### config.mk
export PLATFORM = sky130hd
export DESIGN_NAME = charger_config_registers
export DESIGN_NICKNAME = d
export VERILOG_FILES = /design/src/charger_cfg_pkg.sv /design/src/charger_config_registers.sv
export SDC_FILE = /design/constraint.sdc
export NUM_CORES = 1
export LEC_CHECK = 0
export BUFFER_PORTS_ARGS = -buffer_cell sky130_fd_sc_hd__buf_2
export CAP_MARGIN = 20
export CORE_UTILIZATION = 42
export DETAILED_ROUTE_END_ITERATION = 8
export PLACE_DENSITY = 0.6
export SYNTH_ARGS = -nofsm -noshare
export SYNTH_HDL_FRONTEND = slang
export SYNTH_SLANG_ARGS = --single-unit
### constraint.sdc
create_clock -name CLK -period 11.1 [get_ports CLK]
set_input_delay 1.11 -clock CLK [delete_from_list [all_inputs] [get_ports CLK]]
set_output_delay 1.11 -clock CLK [all_outputs]
set_load 0.05 [all_outputs]
### src/charger_cfg_pkg.sv
/*
 Constants, reset values, field positions and helpers for the charger
 configuration register group. Assumes a 200 MHz system clock.
*/
// Notes on behaviour
// - voltage code is 3500 mV plus 10 mV/count
// - applied charge voltage clamped to 3500..4770 mV
// - watchdog period off, 40, 80 or 160 s
// - termination allowed when enable bit set
// - overheat opens switch, rechecks, then recloses
// - safety timer runs during pre and fast charge
// - safety limit 7 h or 16 h
// - cold range current 50 or 20 percent
// - input threshold is offset plus 100 mV/count
// - detect request forced with input, self-clearing
// - safety timer half speed when slowed
// - disable bit turns battery switch off
// - delay bit selects immediate or 12.3 s off
// - warm range caps target at 4.1 V
// - reset enable bit allows battery switch reset
// - threshold is max of register and tracking
// - register reset restores defaults and safety timer
package charger_cfg_pkg;
   // ------------------------------------------------------------
   // register map
   // ------------------------------------------------------------
   localparam logic [7:0] ADDR_BASE = 8'h04;
   localparam logic [7:0] CFG_RST [4] = '{8'h8C, 8'h9F, 8'hA6, 8'h4C};
   // bits that also revert on watchdog expiry
   localparam logic [7:0] WD_GROUP [4] = '{8'hFF, 8'hBF, 8'h80, 8'hD4};
   localparam int VOLT_LSB = 1;
   localparam int TERM_BIT = 7;
   localparam int HOT_OFF_BIT = 6;
   localparam int WD_LSB = 4;
   localparam int TMR_EN_BIT = 3;
   localparam int TMR_LEN_BIT = 2;
   localparam int THERMAL_REG_THRESHOLD_BIT = 1;
   localparam int COLD_BIT = 0;
   localparam int BOOST_LSB = 4;
   localparam int VIN_LSB = 0;
   localparam int DET_BIT = 7;
   localparam int HALF_BIT = 6;
   localparam int DIS_BIT = 5;
   localparam int WARM_BIT = 4;
   localparam int DLY_BIT = 3;
   localparam int SWRST_BIT = 2;
   localparam int TRK_LSB = 0;
   // pin vector positions
   localparam int PIN_HOT = 0;
   localparam int PIN_VBUS = 1;
   localparam int PIN_PM = 2;
   localparam int PIN_COOL = 3;
   localparam int PIN_THERMAL_REG_THRESHOLD = 4;
   localparam int PIN_WARM = 5;
   localparam int PIN_COLD = 6;
   // ------------------------------------------------------------
   // analog figures in mV and percent
   // ------------------------------------------------------------
   localparam logic [13:0] VOLT_BASE_MV = 14'd3500;
   localparam logic [13:0] VOLT_STEP_MV = 14'd10;
   localparam logic [13:0] VOLT_MAX_MV = 14'd4770;
   localparam logic [13:0] WARM_CAP_MV = 14'd4100;
   localparam logic [13:0] VIN_STEP_MV = 14'd100;
   localparam logic [13:0] VIN_OFS_MV [4] = '{14'd3900, 14'd5900, 14'd7500, 14'd10500};
   localparam logic [13:0] TRK_MV [4] = '{14'd0, 14'd200, 14'd250, 14'd300};
   localparam logic [6:0] PCT_FULL = 7'd100;
   localparam logic [6:0] PCT_HALF = 7'd50;
   localparam logic [6:0] PCT_FIFTH = 7'd20;
   // ------------------------------------------------------------
   // times and counts
   // ------------------------------------------------------------
   localparam longint CLK_HZ = 200000000;
   localparam longint SHIP_MODE_DELAY_MS = 12300;
   localparam logic [31:0] SHIP_DELAY_CYCLES = 32'(SHIP_MODE_DELAY_MS * (CLK_HZ / 1000));
   localparam logic [31:0] SECOND_CYCLES = 32'(CLK_HZ);
   localparam logic [7:0] WD_S [4] = '{8'd0, 8'd40, 8'd80, 8'd160};
   localparam int SEC_PER_H = 3600;
   localparam logic [15:0] TMR_SHORT_S = 16'(7 * SEC_PER_H);
   localparam logic [15:0] TMR_LONG_S = 16'(16 * SEC_PER_H);

   function automatic logic [13:0] mv_max(input logic [13:0] a, input logic [13:0] b);
      return (a > b) ? a : b;
   endfunction

   function automatic logic [13:0] mv_min(input logic [13:0] a, input logic [13:0] b);
      return (a < b) ? a : b;
   endfunction
endpackage

### src/charger_config_registers.sv
/*
 Charger configuration register group with watchdog, safety timer and
 battery switch control. Assumes a byte register port driven by the
 serial management slave on the same clock, and raw analog status pins.
*/
`timescale 1ns/10ps
`default_nettype none
module charger_config_registers #(
   parameter logic [31:0] SECOND_CYCLES = charger_cfg_pkg::SECOND_CYCLES,
   parameter logic [31:0] SHIP_DELAY_CYCLES = charger_cfg_pkg::SHIP_DELAY_CYCLES
) (
   input  wire logic        CLK,
   input  wire logic        RESET_N,
   input  wire logic        CE,
   input  wire logic        REG_WR,
   input  wire logic [7:0]  REG_ADDR,
   input  wire logic [7:0]  REG_WDATA,
   output logic      [7:0]  REG_RDATA,
   input  wire logic        REG_RESET,
   input  wire logic        WATCHDOG_RESTART,
   input  wire logic        CHARGE_ACTIVE,
   input  wire logic        DETECT_DONE,
   input  wire logic [13:0] BATTERY_MV,
   input  wire logic [1:0]  INPUT_VOLT_OFFSET_SELECT,
   input  wire logic [6:0]  STATUS_PINS,
   output logic      [13:0] CHARGE_VOLT_TARGET,
   output logic             TERM_ENABLE,
   output logic             THERMAL_REG_HIGH,
   output logic      [6:0]  CHARGE_CURRENT_PCT,
   output logic      [2:0]  BOOST_OUTPUT_CODE,
   output logic      [13:0] INPUT_VOLT_THRESHOLD,
   output logic             INPUT_LIMIT_DETECT_FORCE,
   output logic             BATTERY_SWITCH_ON,
   output logic             BATTERY_SWITCH_RESET_ENABLE,
   output logic             SAFETY_TIMER_EXPIRED,
   output logic             WATCHDOG_EXPIRED
);
   typedef enum logic [1:0] {SW_ON, SW_WAIT, SW_SHIP, SW_HOT} sw_state_e;

   logic        rst_s1;
   logic        rst_n;
   logic [6:0]  pin_s1_q, pin_s2_q, pin_s3_q, pin_q;
   logic [6:0]  pin_s1_d, pin_s2_d, pin_s3_d, pin_d;
   logic [7:0]  cfg_q [4];
   logic [7:0]  cfg_d [4];
   logic [31:0] sec_cnt_q, sec_cnt_d;
   logic [7:0]  wd_cnt_q, wd_cnt_d;
   logic [15:0] tmr_cnt_q, tmr_cnt_d;
   logic        half_ph_q, half_ph_d;
   logic        tmr_exp_q, tmr_exp_d;
   logic [31:0] ship_cnt_q, ship_cnt_d;
   sw_state_e   sw_q, sw_d;
   logic [7:0]  rdata_q, rdata_d;
   logic [13:0] target_q, target_d;
   logic [13:0] vin_q, vin_d;
   logic [6:0]  pct_q, pct_d;
   logic        wd_exp_q, wd_exp_d;
   logic        sw_on_q, sw_on_d;
   logic        force_q, force_d;
   logic        sec_tick;
   logic        wr_hit;
   logic [7:0]  wd_lim;
   logic [15:0] tmr_lim;
   logic        run;
   logic        slow;
   logic        advance;
   logic        hot;
   logic [13:0] raw_mv;
   logic [13:0] vin_mv;
   logic [7:0]  c1, c2, c3, c4;

   assign c1 = cfg_q[0];
   assign c2 = cfg_q[1];
   assign c3 = cfg_q[2];
   assign c4 = cfg_q[3];

   // ---------------------------------------------------------------
   // reset release
   // ---------------------------------------------------------------
   always_ff @(posedge CLK or negedge RESET_N)
   begin
      if (!RESET_N)
      begin
         rst_s1 <= 1'b0;
         rst_n <= 1'b0;
      end
      else
      begin
         rst_s1 <= 1'b1;
         rst_n <= rst_s1;
      end
   end

   // ---------------------------------------------------------------
   // pin synchronisers
   // ---------------------------------------------------------------
   // a bit only moves once stages two and three agree
   always_comb
   begin
      pin_s1_d = STATUS_PINS;
      pin_s2_d = pin_s1_q;
      pin_s3_d = pin_s2_q;
      pin_d = (~(pin_s2_q ^ pin_s3_q) & pin_s3_q) | ((pin_s2_q ^ pin_s3_q) & pin_q);
   end

   always_ff @(posedge CLK or negedge rst_n)
   begin
      if (!rst_n)
      begin
         pin_s1_q <= 7'h00;
         pin_s2_q <= 7'h00;
         pin_s3_q <= 7'h00;
         pin_q <= 7'h00;
      end
      else if (CE)
      begin
         pin_s1_q <= pin_s1_d;
         pin_s2_q <= pin_s2_d;
         pin_s3_q <= pin_s3_d;
         pin_q <= pin_d;
      end
   end

   // ---------------------------------------------------------------
   // registers, timers and switch control
   // ---------------------------------------------------------------
   always_comb
   begin
      sec_tick = (sec_cnt_q == SECOND_CYCLES - 32'h1);
      sec_cnt_d = sec_tick ? 32'h0 : sec_cnt_q + 32'h1;
      hot = pin_q[charger_cfg_pkg::PIN_HOT];
      wr_hit = REG_WR && (REG_ADDR[7:2] == charger_cfg_pkg::ADDR_BASE[7:2]);

      wd_lim = charger_cfg_pkg::WD_S[c2[charger_cfg_pkg::WD_LSB +: 2]];
      wd_exp_d = 1'b0;
      wd_cnt_d = wd_cnt_q;
      if (REG_RESET || WATCHDOG_RESTART || wd_lim == 8'h00)
         wd_cnt_d = 8'h00;
      else if (sec_tick)
      begin
         if (wd_cnt_q >= wd_lim - 8'h1)
         begin
            wd_cnt_d = 8'h00;
            wd_exp_d = 1'b1;
         end
         else
            wd_cnt_d = wd_cnt_q + 8'h1;
      end

      for (int i = 0; i < 4; i++)
      begin
         cfg_d[i] = cfg_q[i];
         if (wr_hit && REG_ADDR[1:0] == 2'(i))
            cfg_d[i] = REG_WDATA;
         if (wd_exp_d)
            cfg_d[i] = (cfg_d[i] & ~charger_cfg_pkg::WD_GROUP[i])
                     | (charger_cfg_pkg::CFG_RST[i] & charger_cfg_pkg::WD_GROUP[i]);
         if (REG_RESET)
            cfg_d[i] = charger_cfg_pkg::CFG_RST[i];
      end
      // clear on detect done, a fresh request wins
      if (DETECT_DONE && !(wr_hit && REG_ADDR[1:0] == 2'h3 && REG_WDATA[charger_cfg_pkg::DET_BIT])
          && !REG_RESET)
         cfg_d[3][charger_cfg_pkg::DET_BIT] = 1'b0;

      // run in pre and fast charge
      run = c2[charger_cfg_pkg::TMR_EN_BIT] && CHARGE_ACTIVE;
      slow = c4[charger_cfg_pkg::HALF_BIT] && (pin_q[charger_cfg_pkg::PIN_PM]
             || pin_q[charger_cfg_pkg::PIN_COOL] || pin_q[charger_cfg_pkg::PIN_THERMAL_REG_THRESHOLD]);
      advance = sec_tick && run && (!slow || half_ph_q);
      half_ph_d = (sec_tick && run && slow) ? !half_ph_q : half_ph_q;
      tmr_lim = c2[charger_cfg_pkg::TMR_LEN_BIT] ? charger_cfg_pkg::TMR_LONG_S
                                                  : charger_cfg_pkg::TMR_SHORT_S;
      tmr_cnt_d = tmr_cnt_q;
      tmr_exp_d = tmr_exp_q;
      if (REG_RESET || !run)
      begin
         tmr_cnt_d = 16'h0;
         tmr_exp_d = 1'b0;
         half_ph_d = 1'b0;
      end
      else if (advance && !tmr_exp_q)
      begin
         tmr_cnt_d = tmr_cnt_q + 16'h1;
         tmr_exp_d = (tmr_cnt_d >= tmr_lim);
      end

      sw_d = sw_q;
      ship_cnt_d = 32'h0;
      case (sw_q)
         SW_ON:
            if (hot && c2[charger_cfg_pkg::HOT_OFF_BIT])
               sw_d = SW_HOT;
            else if (c4[charger_cfg_pkg::DIS_BIT])
               sw_d = c4[charger_cfg_pkg::DLY_BIT] ? SW_WAIT : SW_SHIP;
         SW_WAIT:
            if (!c4[charger_cfg_pkg::DIS_BIT])
               sw_d = SW_ON;
            else if (ship_cnt_q >= SHIP_DELAY_CYCLES - 32'h1)
               sw_d = SW_SHIP;
            else
               ship_cnt_d = ship_cnt_q + 32'h1;
         SW_SHIP:
            if (!c4[charger_cfg_pkg::DIS_BIT])
               sw_d = SW_ON;
         SW_HOT:
            if (!c2[charger_cfg_pkg::HOT_OFF_BIT] || (sec_tick && !hot))
               sw_d = SW_ON;
         default:
            sw_d = SW_ON;
      endcase
      sw_on_d = (sw_d == SW_ON) || (sw_d == SW_WAIT);

      raw_mv = charger_cfg_pkg::VOLT_BASE_MV
             + charger_cfg_pkg::VOLT_STEP_MV * {7'h00, c1[charger_cfg_pkg::VOLT_LSB +: 7]};
      target_d = charger_cfg_pkg::mv_max(charger_cfg_pkg::VOLT_BASE_MV,
                 charger_cfg_pkg::mv_min(raw_mv, charger_cfg_pkg::VOLT_MAX_MV));
      if (pin_q[charger_cfg_pkg::PIN_WARM] && !c4[charger_cfg_pkg::WARM_BIT])
         target_d = charger_cfg_pkg::mv_min(target_d, charger_cfg_pkg::WARM_CAP_MV);

      vin_mv = charger_cfg_pkg::VIN_OFS_MV[INPUT_VOLT_OFFSET_SELECT]
             + charger_cfg_pkg::VIN_STEP_MV * {10'h000, c3[charger_cfg_pkg::VIN_LSB +: 4]};
      vin_d = vin_mv;
      if (c4[charger_cfg_pkg::TRK_LSB +: 2] != 2'h0)
         vin_d = charger_cfg_pkg::mv_max(vin_mv,
                 BATTERY_MV + charger_cfg_pkg::TRK_MV[c4[charger_cfg_pkg::TRK_LSB +: 2]]);

      pct_d = charger_cfg_pkg::PCT_FULL;
      if (pin_q[charger_cfg_pkg::PIN_COLD])
         pct_d = c2[charger_cfg_pkg::COLD_BIT] ? charger_cfg_pkg::PCT_FIFTH
                                               : charger_cfg_pkg::PCT_HALF;

      force_d = c4[charger_cfg_pkg::DET_BIT] && pin_q[charger_cfg_pkg::PIN_VBUS];

      // unmapped addresses read zero
      rdata_d = (REG_ADDR[7:2] == charger_cfg_pkg::ADDR_BASE[7:2]) ? cfg_q[REG_ADDR[1:0]]
                                                                   : 8'h00;
   end

   always_ff @(posedge CLK or negedge rst_n)
   begin
      if (!rst_n)
      begin
         cfg_q <= charger_cfg_pkg::CFG_RST;
         sec_cnt_q <= 32'h0;
         wd_cnt_q <= 8'h00;
         tmr_cnt_q <= 16'h0;
         half_ph_q <= 1'b0;
         tmr_exp_q <= 1'b0;
         ship_cnt_q <= 32'h0;
         sw_q <= SW_ON;
         rdata_q <= 8'h00;
         target_q <= 14'h0000;
         vin_q <= 14'h0000;
         pct_q <= 7'h00;
         wd_exp_q <= 1'b0;
         sw_on_q <= 1'b1;
         force_q <= 1'b0;
      end
      else if (CE)
      begin
         cfg_q <= cfg_d;
         sec_cnt_q <= sec_cnt_d;
         wd_cnt_q <= wd_cnt_d;
         tmr_cnt_q <= tmr_cnt_d;
         half_ph_q <= half_ph_d;
         tmr_exp_q <= tmr_exp_d;
         ship_cnt_q <= ship_cnt_d;
         sw_q <= sw_d;
         rdata_q <= rdata_d;
         target_q <= target_d;
         vin_q <= vin_d;
         pct_q <= pct_d;
         wd_exp_q <= wd_exp_d;
         sw_on_q <= sw_on_d;
         force_q <= force_d;
      end
   end

   assign REG_RDATA = rdata_q;
   assign CHARGE_VOLT_TARGET = target_q;
   assign TERM_ENABLE = c2[charger_cfg_pkg::TERM_BIT];
   assign THERMAL_REG_HIGH = c2[charger_cfg_pkg::THERMAL_REG_THRESHOLD_BIT];
   assign CHARGE_CURRENT_PCT = pct_q;
   assign BOOST_OUTPUT_CODE = c3[charger_cfg_pkg::BOOST_LSB +: 3];
   assign INPUT_VOLT_THRESHOLD = vin_q;
   assign INPUT_LIMIT_DETECT_FORCE = force_q;
   assign BATTERY_SWITCH_ON = sw_on_q;
   assign BATTERY_SWITCH_RESET_ENABLE = c4[charger_cfg_pkg::SWRST_BIT];
   assign SAFETY_TIMER_EXPIRED = tmr_exp_q;
   assign WATCHDOG_EXPIRED = wd_exp_q;
endmodule
`default_nettype wire

==> Word level (Yosys, flattened, before mapping) <==
Cells that the tools add are included.
Widths: inputs -> output; s select.
{ "word_totals": {"word_cells": 182, "regBits": 200, "input_bits": 47, "out_inout_bits": 53} }
{ "op_classes": {"reduce_logical": 56, "n_mux": 59, "n_bitwise": 9, "magnitude_cmp": 11, "mul": 2, "n_addsub": 8, "n_eq_ne": 9} }
{ "op_table": {"columns": ["op", "count"], "rows": [
  ["$mux 8", 20],
  ["$mux 32", 4],
  ["$mux 14", 6],
  ["$add 32x1->32 const B", 2],
  ["$bmux 14 s2", 2],
  ["$mux 13", 4],
  ["$mux 16", 3],
  ["$bmux 8 s2", 2],
  ["$eq 32x28->1 const B", 1],
  ["$ge 32x32->1 const B", 1],
  ["$lt 13x13->1 const B", 2],
  ["$logic_and 1x1->1", 18],
  ["$add 16x1->16 const B", 1],
  ["$ge 16x16->1", 1],
  ["$reduce_and 2->1", 8],
  ["$add 14x11->14", 1],
  ["$add 14x14->14", 1],
  ["$and 7x7->7", 2],
  ["$gt 14x14->1", 1],
  ["$mux 2", 7],
  ["$add 12x11->13 const A", 1],
  ["$gt 12x13->1 const A", 1],
  ["$ge 3x3->1 const B", 4],
  ["$not 2->3", 4],
  ["22 further kinds", 57]
]} }

==> Depth between registers and ports, before layout <==
{ "depth": {"depth_word": 12, "ltp_mapped": 22, "mapped_depth_nobuf": 21} }

==> Worst setup path after synthesis <==
Ideal clock, no wire load.
{ "synth_path": {"path_type": "input to register", "from": "input INPUT_VOLT_OFFSET_SELECT[0]", "to": "register vin_q[4], in the netlist INPUT_VOLT_THRESHOLD[4]", "path_slack_ns": 6.588, "path_buffers": 1, "arrival_time_ns": 4.375, "path_stages": 17, "t_required_ns": 10.963, "cell_sequence": "ha_1 > inv_1 > ha_1 > a21oi_1 > o21ai_0 > o41ai_1 > nor4b_1 > nor3_1 > ha_1 > nand4_1 > nor4_1 > a21oi_1 > nor2_1 > nor2_1 > clkbuf_1 > mux2i_1 > a21oi_1"} }
{ "synth_via": {"elab_chain_len": 8} }
{ "synth_lines": {"columns": ["item", "line_no", "source"], "rows": [
  ["start, declared", "charger_config_registers.sv:24", "input wire logic [1:0] INPUT_VOLT_OFFSET_SELECT,"],
  ["$not 2->3 (not written as such) (*)", "charger_config_registers.sv:221", "vin_mv = charger_cfg_pkg::VIN_OFS_MV[INPUT_VOLT_OFFSET_SELECT]"],
  ["$bmux 14 s2 (*)", "charger_config_registers.sv:221", null],
  ["$mux 14 (not written as such) (*) (2 in a row)", "charger_config_registers.sv:221", null],
  ["$add 14x11->14 (*)", "charger_config_registers.sv:222", "+ charger_cfg_pkg::VIN_STEP_MV * {10'h000, c3[charger_cfg_pkg::VIN_LSB +: 4]};"],
  ["$gt 14x14->1", "charger_cfg_pkg.sv:82", "return (a > b) ? a : b;"],
  ["$mux 14", "charger_cfg_pkg.sv:82", null],
  ["$mux 14 (*)", "charger_config_registers.sv:224", "if (c4[charger_cfg_pkg::TRK_LSB +: 2] != 2'h0)"],
  ["end signal, assigned", "charger_config_registers.sv:272", "vin_q <= vin_d;"],
  ["end, declared", "charger_config_registers.sv:55", "logic [13:0] vin_q, vin_d;"]
]} }
Every way passes the cells marked *; elsewhere a longest branch is shown, timed or not. The select of a mux whose other input is x is not followed.
A chain may end at the register's enable or synchronous reset.

==> Worst setup path after layout <==
{ "layout_path": {"from": "register cfg_q (netlist bit c3[0])", "to": "register vin_q[5], in the netlist INPUT_VOLT_THRESHOLD[5]"} }
{ "layout_via": {"elab_chain_len": 5} }
{ "layout_lines": {"columns": ["item", "line_no", "source"], "rows": [
  ["start, declared", "charger_config_registers.sv:44", "logic [7:0] cfg_q [4];"],
  ["start signal, assigned", "charger_config_registers.sv:244", "cfg_q <= charger_cfg_pkg::CFG_RST;"],
  ["start signal, assigned", "charger_config_registers.sv:262", "cfg_q <= cfg_d;"],
  ["$mul 5x4->9 (*)", "charger_config_registers.sv:222", null],
  ["$add 14x11->14 (*)", "charger_config_registers.sv:222", null],
  ["$gt 14x14->1", "charger_cfg_pkg.sv:82", null],
  ["$mux 14", "charger_cfg_pkg.sv:82", null],
  ["$mux 14 (*)", "charger_config_registers.sv:224", null]
]} }
Every way passes the cells marked *; elsewhere a longest branch is shown, timed or not.

==> metrics.cfg <==
[status]
outcome = finished, final reports clean

[die]
die_w_um = 170
dieArea_um2 = 29000
fp.coreArea_um2 = 27900
initial_core_util_pct = 42.7
ioPinCount = 100
rows = 61
dieHeight_um = 170

[sta]
relSlewSlack_pct = 36.3
period_needed_ns = 4.65
setup_viol_count_final = 0
tightest_slew_ns = 0.956
skew_ns = 0.0218
rsz0062_at_grt = false
fmax_ghz = 0.215
hold_viol_final = 0
slew_viol_final = 0
post-route-period-util_pct = 41.9
fin_tns_setup_ns = 0

[global_routing]
grt_pass1_vias = 9137
grt_overflow_total = 0
antenna_found_initial = 2
busiest_layer = met2
use_met3_pct = 3.60
grt.total_usage_pct = 20.3
grt_util_met1_pct = 27.7
use_met2_pct = 32.6
grt_max_degree = 71
grt_pass1_wl_mm = 46.6

[detailed_routing]
dr.pass1.iters = 5
vias_per_cell = 5.52
vias = 9560
drt_iter0_markers = 503
postRouteAntennaNets = 0
drc = 0
routed_wl_mm = 27.8
wl_per_cell_um = 16.1

[critical_path]
reg2regPathDepth = 16
rrSetupSlack_ns = 6.45
reg2reg_from = c3[0]
arrival_ns = 4.98
cp-start-kind = flop
endpoint = INPUT_VOLT_THRESHOLD[5]
crit_start = c3[0]
worstPathMaxFanout = 11
r2r-end = INPUT_VOLT_THRESHOLD[5]
cp-end-kind = flop
path_class = reg -> reg
worstPathRequired_ns = 11.43

[power]
p_per_area_nw_per_um2 = 147
p_total_mw = 1.95
ir_drop_mv = 0.165
power.leakage_nw = 6.07

[synth]
syn_avg_cell_area_um2 = 9.44
ys_seq_area_share_pct = 41.4
syn_area_um2 = 11900
synth_fa_ha_area_share_pct = 8.35
synth_mux_area_share_pct = 5.17
ys.flop_type = dfrtp_1
yosys-top-cells-count = dfrtp_1, o21ai_0, nor2_1
synth_top_area_share_pct = 37.6
synthCells = 1261
synth.ff_latch_count = 196
ys_types = 74
synth_top_family_by_area = compound AO/OA/AOI/OAI gates
yosys_warnings = 0
synthMostInstantiatedCell = dfrtp_1
synth_compound_area_share_pct = 17.9
async_flop_share_pct = 100
synth-xor-area-share_pct = 5.28
synth_edf_count = 0
synthSimpleGateAreaFrac_pct = 17.3
yosysTopAreaCell = dfrtp_1
yosys-top-cells-area = dfrtp_1, ha_1, o21ai_0

[clocking]
ctsResizeCount = 0
clockBufferDepth = 2
htreeDepth = 4
postCtsHoldBufs = 0
clk_pin_slew_ns = 0.07
cts_setup_buffers = 0
clkSinkCount = 196
clock_latency_ns = 0.45
cts_tree = built
root_buffer = clkbuf_16
cts-buffers-inserted = 17

[hold_path]
min_path_type = reg -> reg

[layout]
drive_gt1_share_pct = 14.9
fill_cells = 2605
regArea_um2 = 4930
area_delta_synth_final_pct = 11.7
nets = 1463
multi_input_area_um2 = 6450

[placement]
dp_hpwl_mm = 20.0
place.gp.congestion = 0.898
port_buffers = 95

[flow_run]
maxCapViolations = 0

==> stage by stage <==
step / area [µm²] / instances / setup slack, ns / util (%) / hold WS (ns)
6_report: 13300 / 1731 / 6.45 / 47.7 / 0.352
2_1_floorplan: 11900 / 1264 / 5.26 / - / 0.331
5_1_grt: 13300 / 1730 / 6.05 / 47.7 / 0.384
3_5_place_dp: 12700 / 1698 / 6.05 / 45.6 / 0.338
3_3_place_gp: 12700 / 1698 / 6.17 / 45.6 / 0.339
4_1_cts: 13300 / 1730 / 6.46 / 47.7 / 0.355
==> state kept, by name, summed over array words and instances (netlist names), 8 cells and up, named ones only <==
name / count
CHARGE_VOLT_TARGET: 12
INPUT_VOLT_THRESHOLD: 14
REG_RDATA: 8
c1: 8
c2: 8
c3: 8
c4: 8
sec_cnt_q: 32
ship_cnt_q: 32
tmr_cnt_q: 16
wd_cnt_q: 8
==> power breakdown <==
group	switching [mW]	internal [mW]
Sequential	0.0623	0.778
Combinational	0.319	0.172
Clock	0.297	0.325
Total	0.679	1.27
==> critical path, stage by stage, from the launching register on <==
cell and delay, ns:
dfrtp_1 0.47, ha_1 0.32, ha_1 0.16, inv_1 0.05, fa_1 0.40, xnor2_1 0.22, o41ai_1 0.65, o22ai_1 0.16
xor2_1 0.20, ha_1 0.34, a2111oi_0 0.36, o21ai_0 0.15, a21oi_1 0.24, nor2_1 0.16, buf_4 0.22, and2_1 0.17
o31a_1 0.27
==> worst min path at each step <==
stage	from	to	slack, ns	cells past startpoint
5_1_grt	rst_s1	rst_n	0.38	0
2_1_floorplan	rst_s1	rst_n	0.33	0
4_1_cts	rst_s1	rst_n	0.36	0
3_5_place_dp	rst_s1	rst_n	0.34	0
6_report	rst_s1	rst_n	0.35	0
3_3_place_gp	rst_s1	rst_n	0.34	0
==> per-layer routing <==
metal | part of all wire [%] | vias to the layer above
li1 | - | 4741
met1 | 49 | 4640
met2 | 46 | 152
met3 | 3.6 | 25
met4 | 1.2 | 2
met5 | 0.047 | -
==> final cells by class <==
type	count	share of cell area, %
Multi-Input combinational cell	936	48.5
Sequential cell	196	37.1
Timing Repair Buffer	103	4.05
Tap cell	378	3.56
Clock buffer	19	3.33
Inverter	85	2.40
Clock inverter	13	1.06
Antenna cell	1	0.0188
==> cell usage in the layout, fill, tap and decap left out, drive strengths merged, types with 23 or more instances in the layout <==
cell   synthesis  layout
dfrtp        179     179
a21oi         57      57
o21ai        108     108
nand2         89      89
buf           21     103
nor2         101     101
nand4         23      23
xnor2         39      39
xor2          30      30
inv           85      92
nor3          27      27
nand3         56      56
ha            73      73
==> cell families after synthesis <==
logic type | after synthesis
buf+inv | 132
fa+ha+maj | 77
compound gates | 327
xor+xnor | 70
other cells | 2
flops | 196
simple gates | 408
mux | 49
Power figures use the tool's default switching activity.
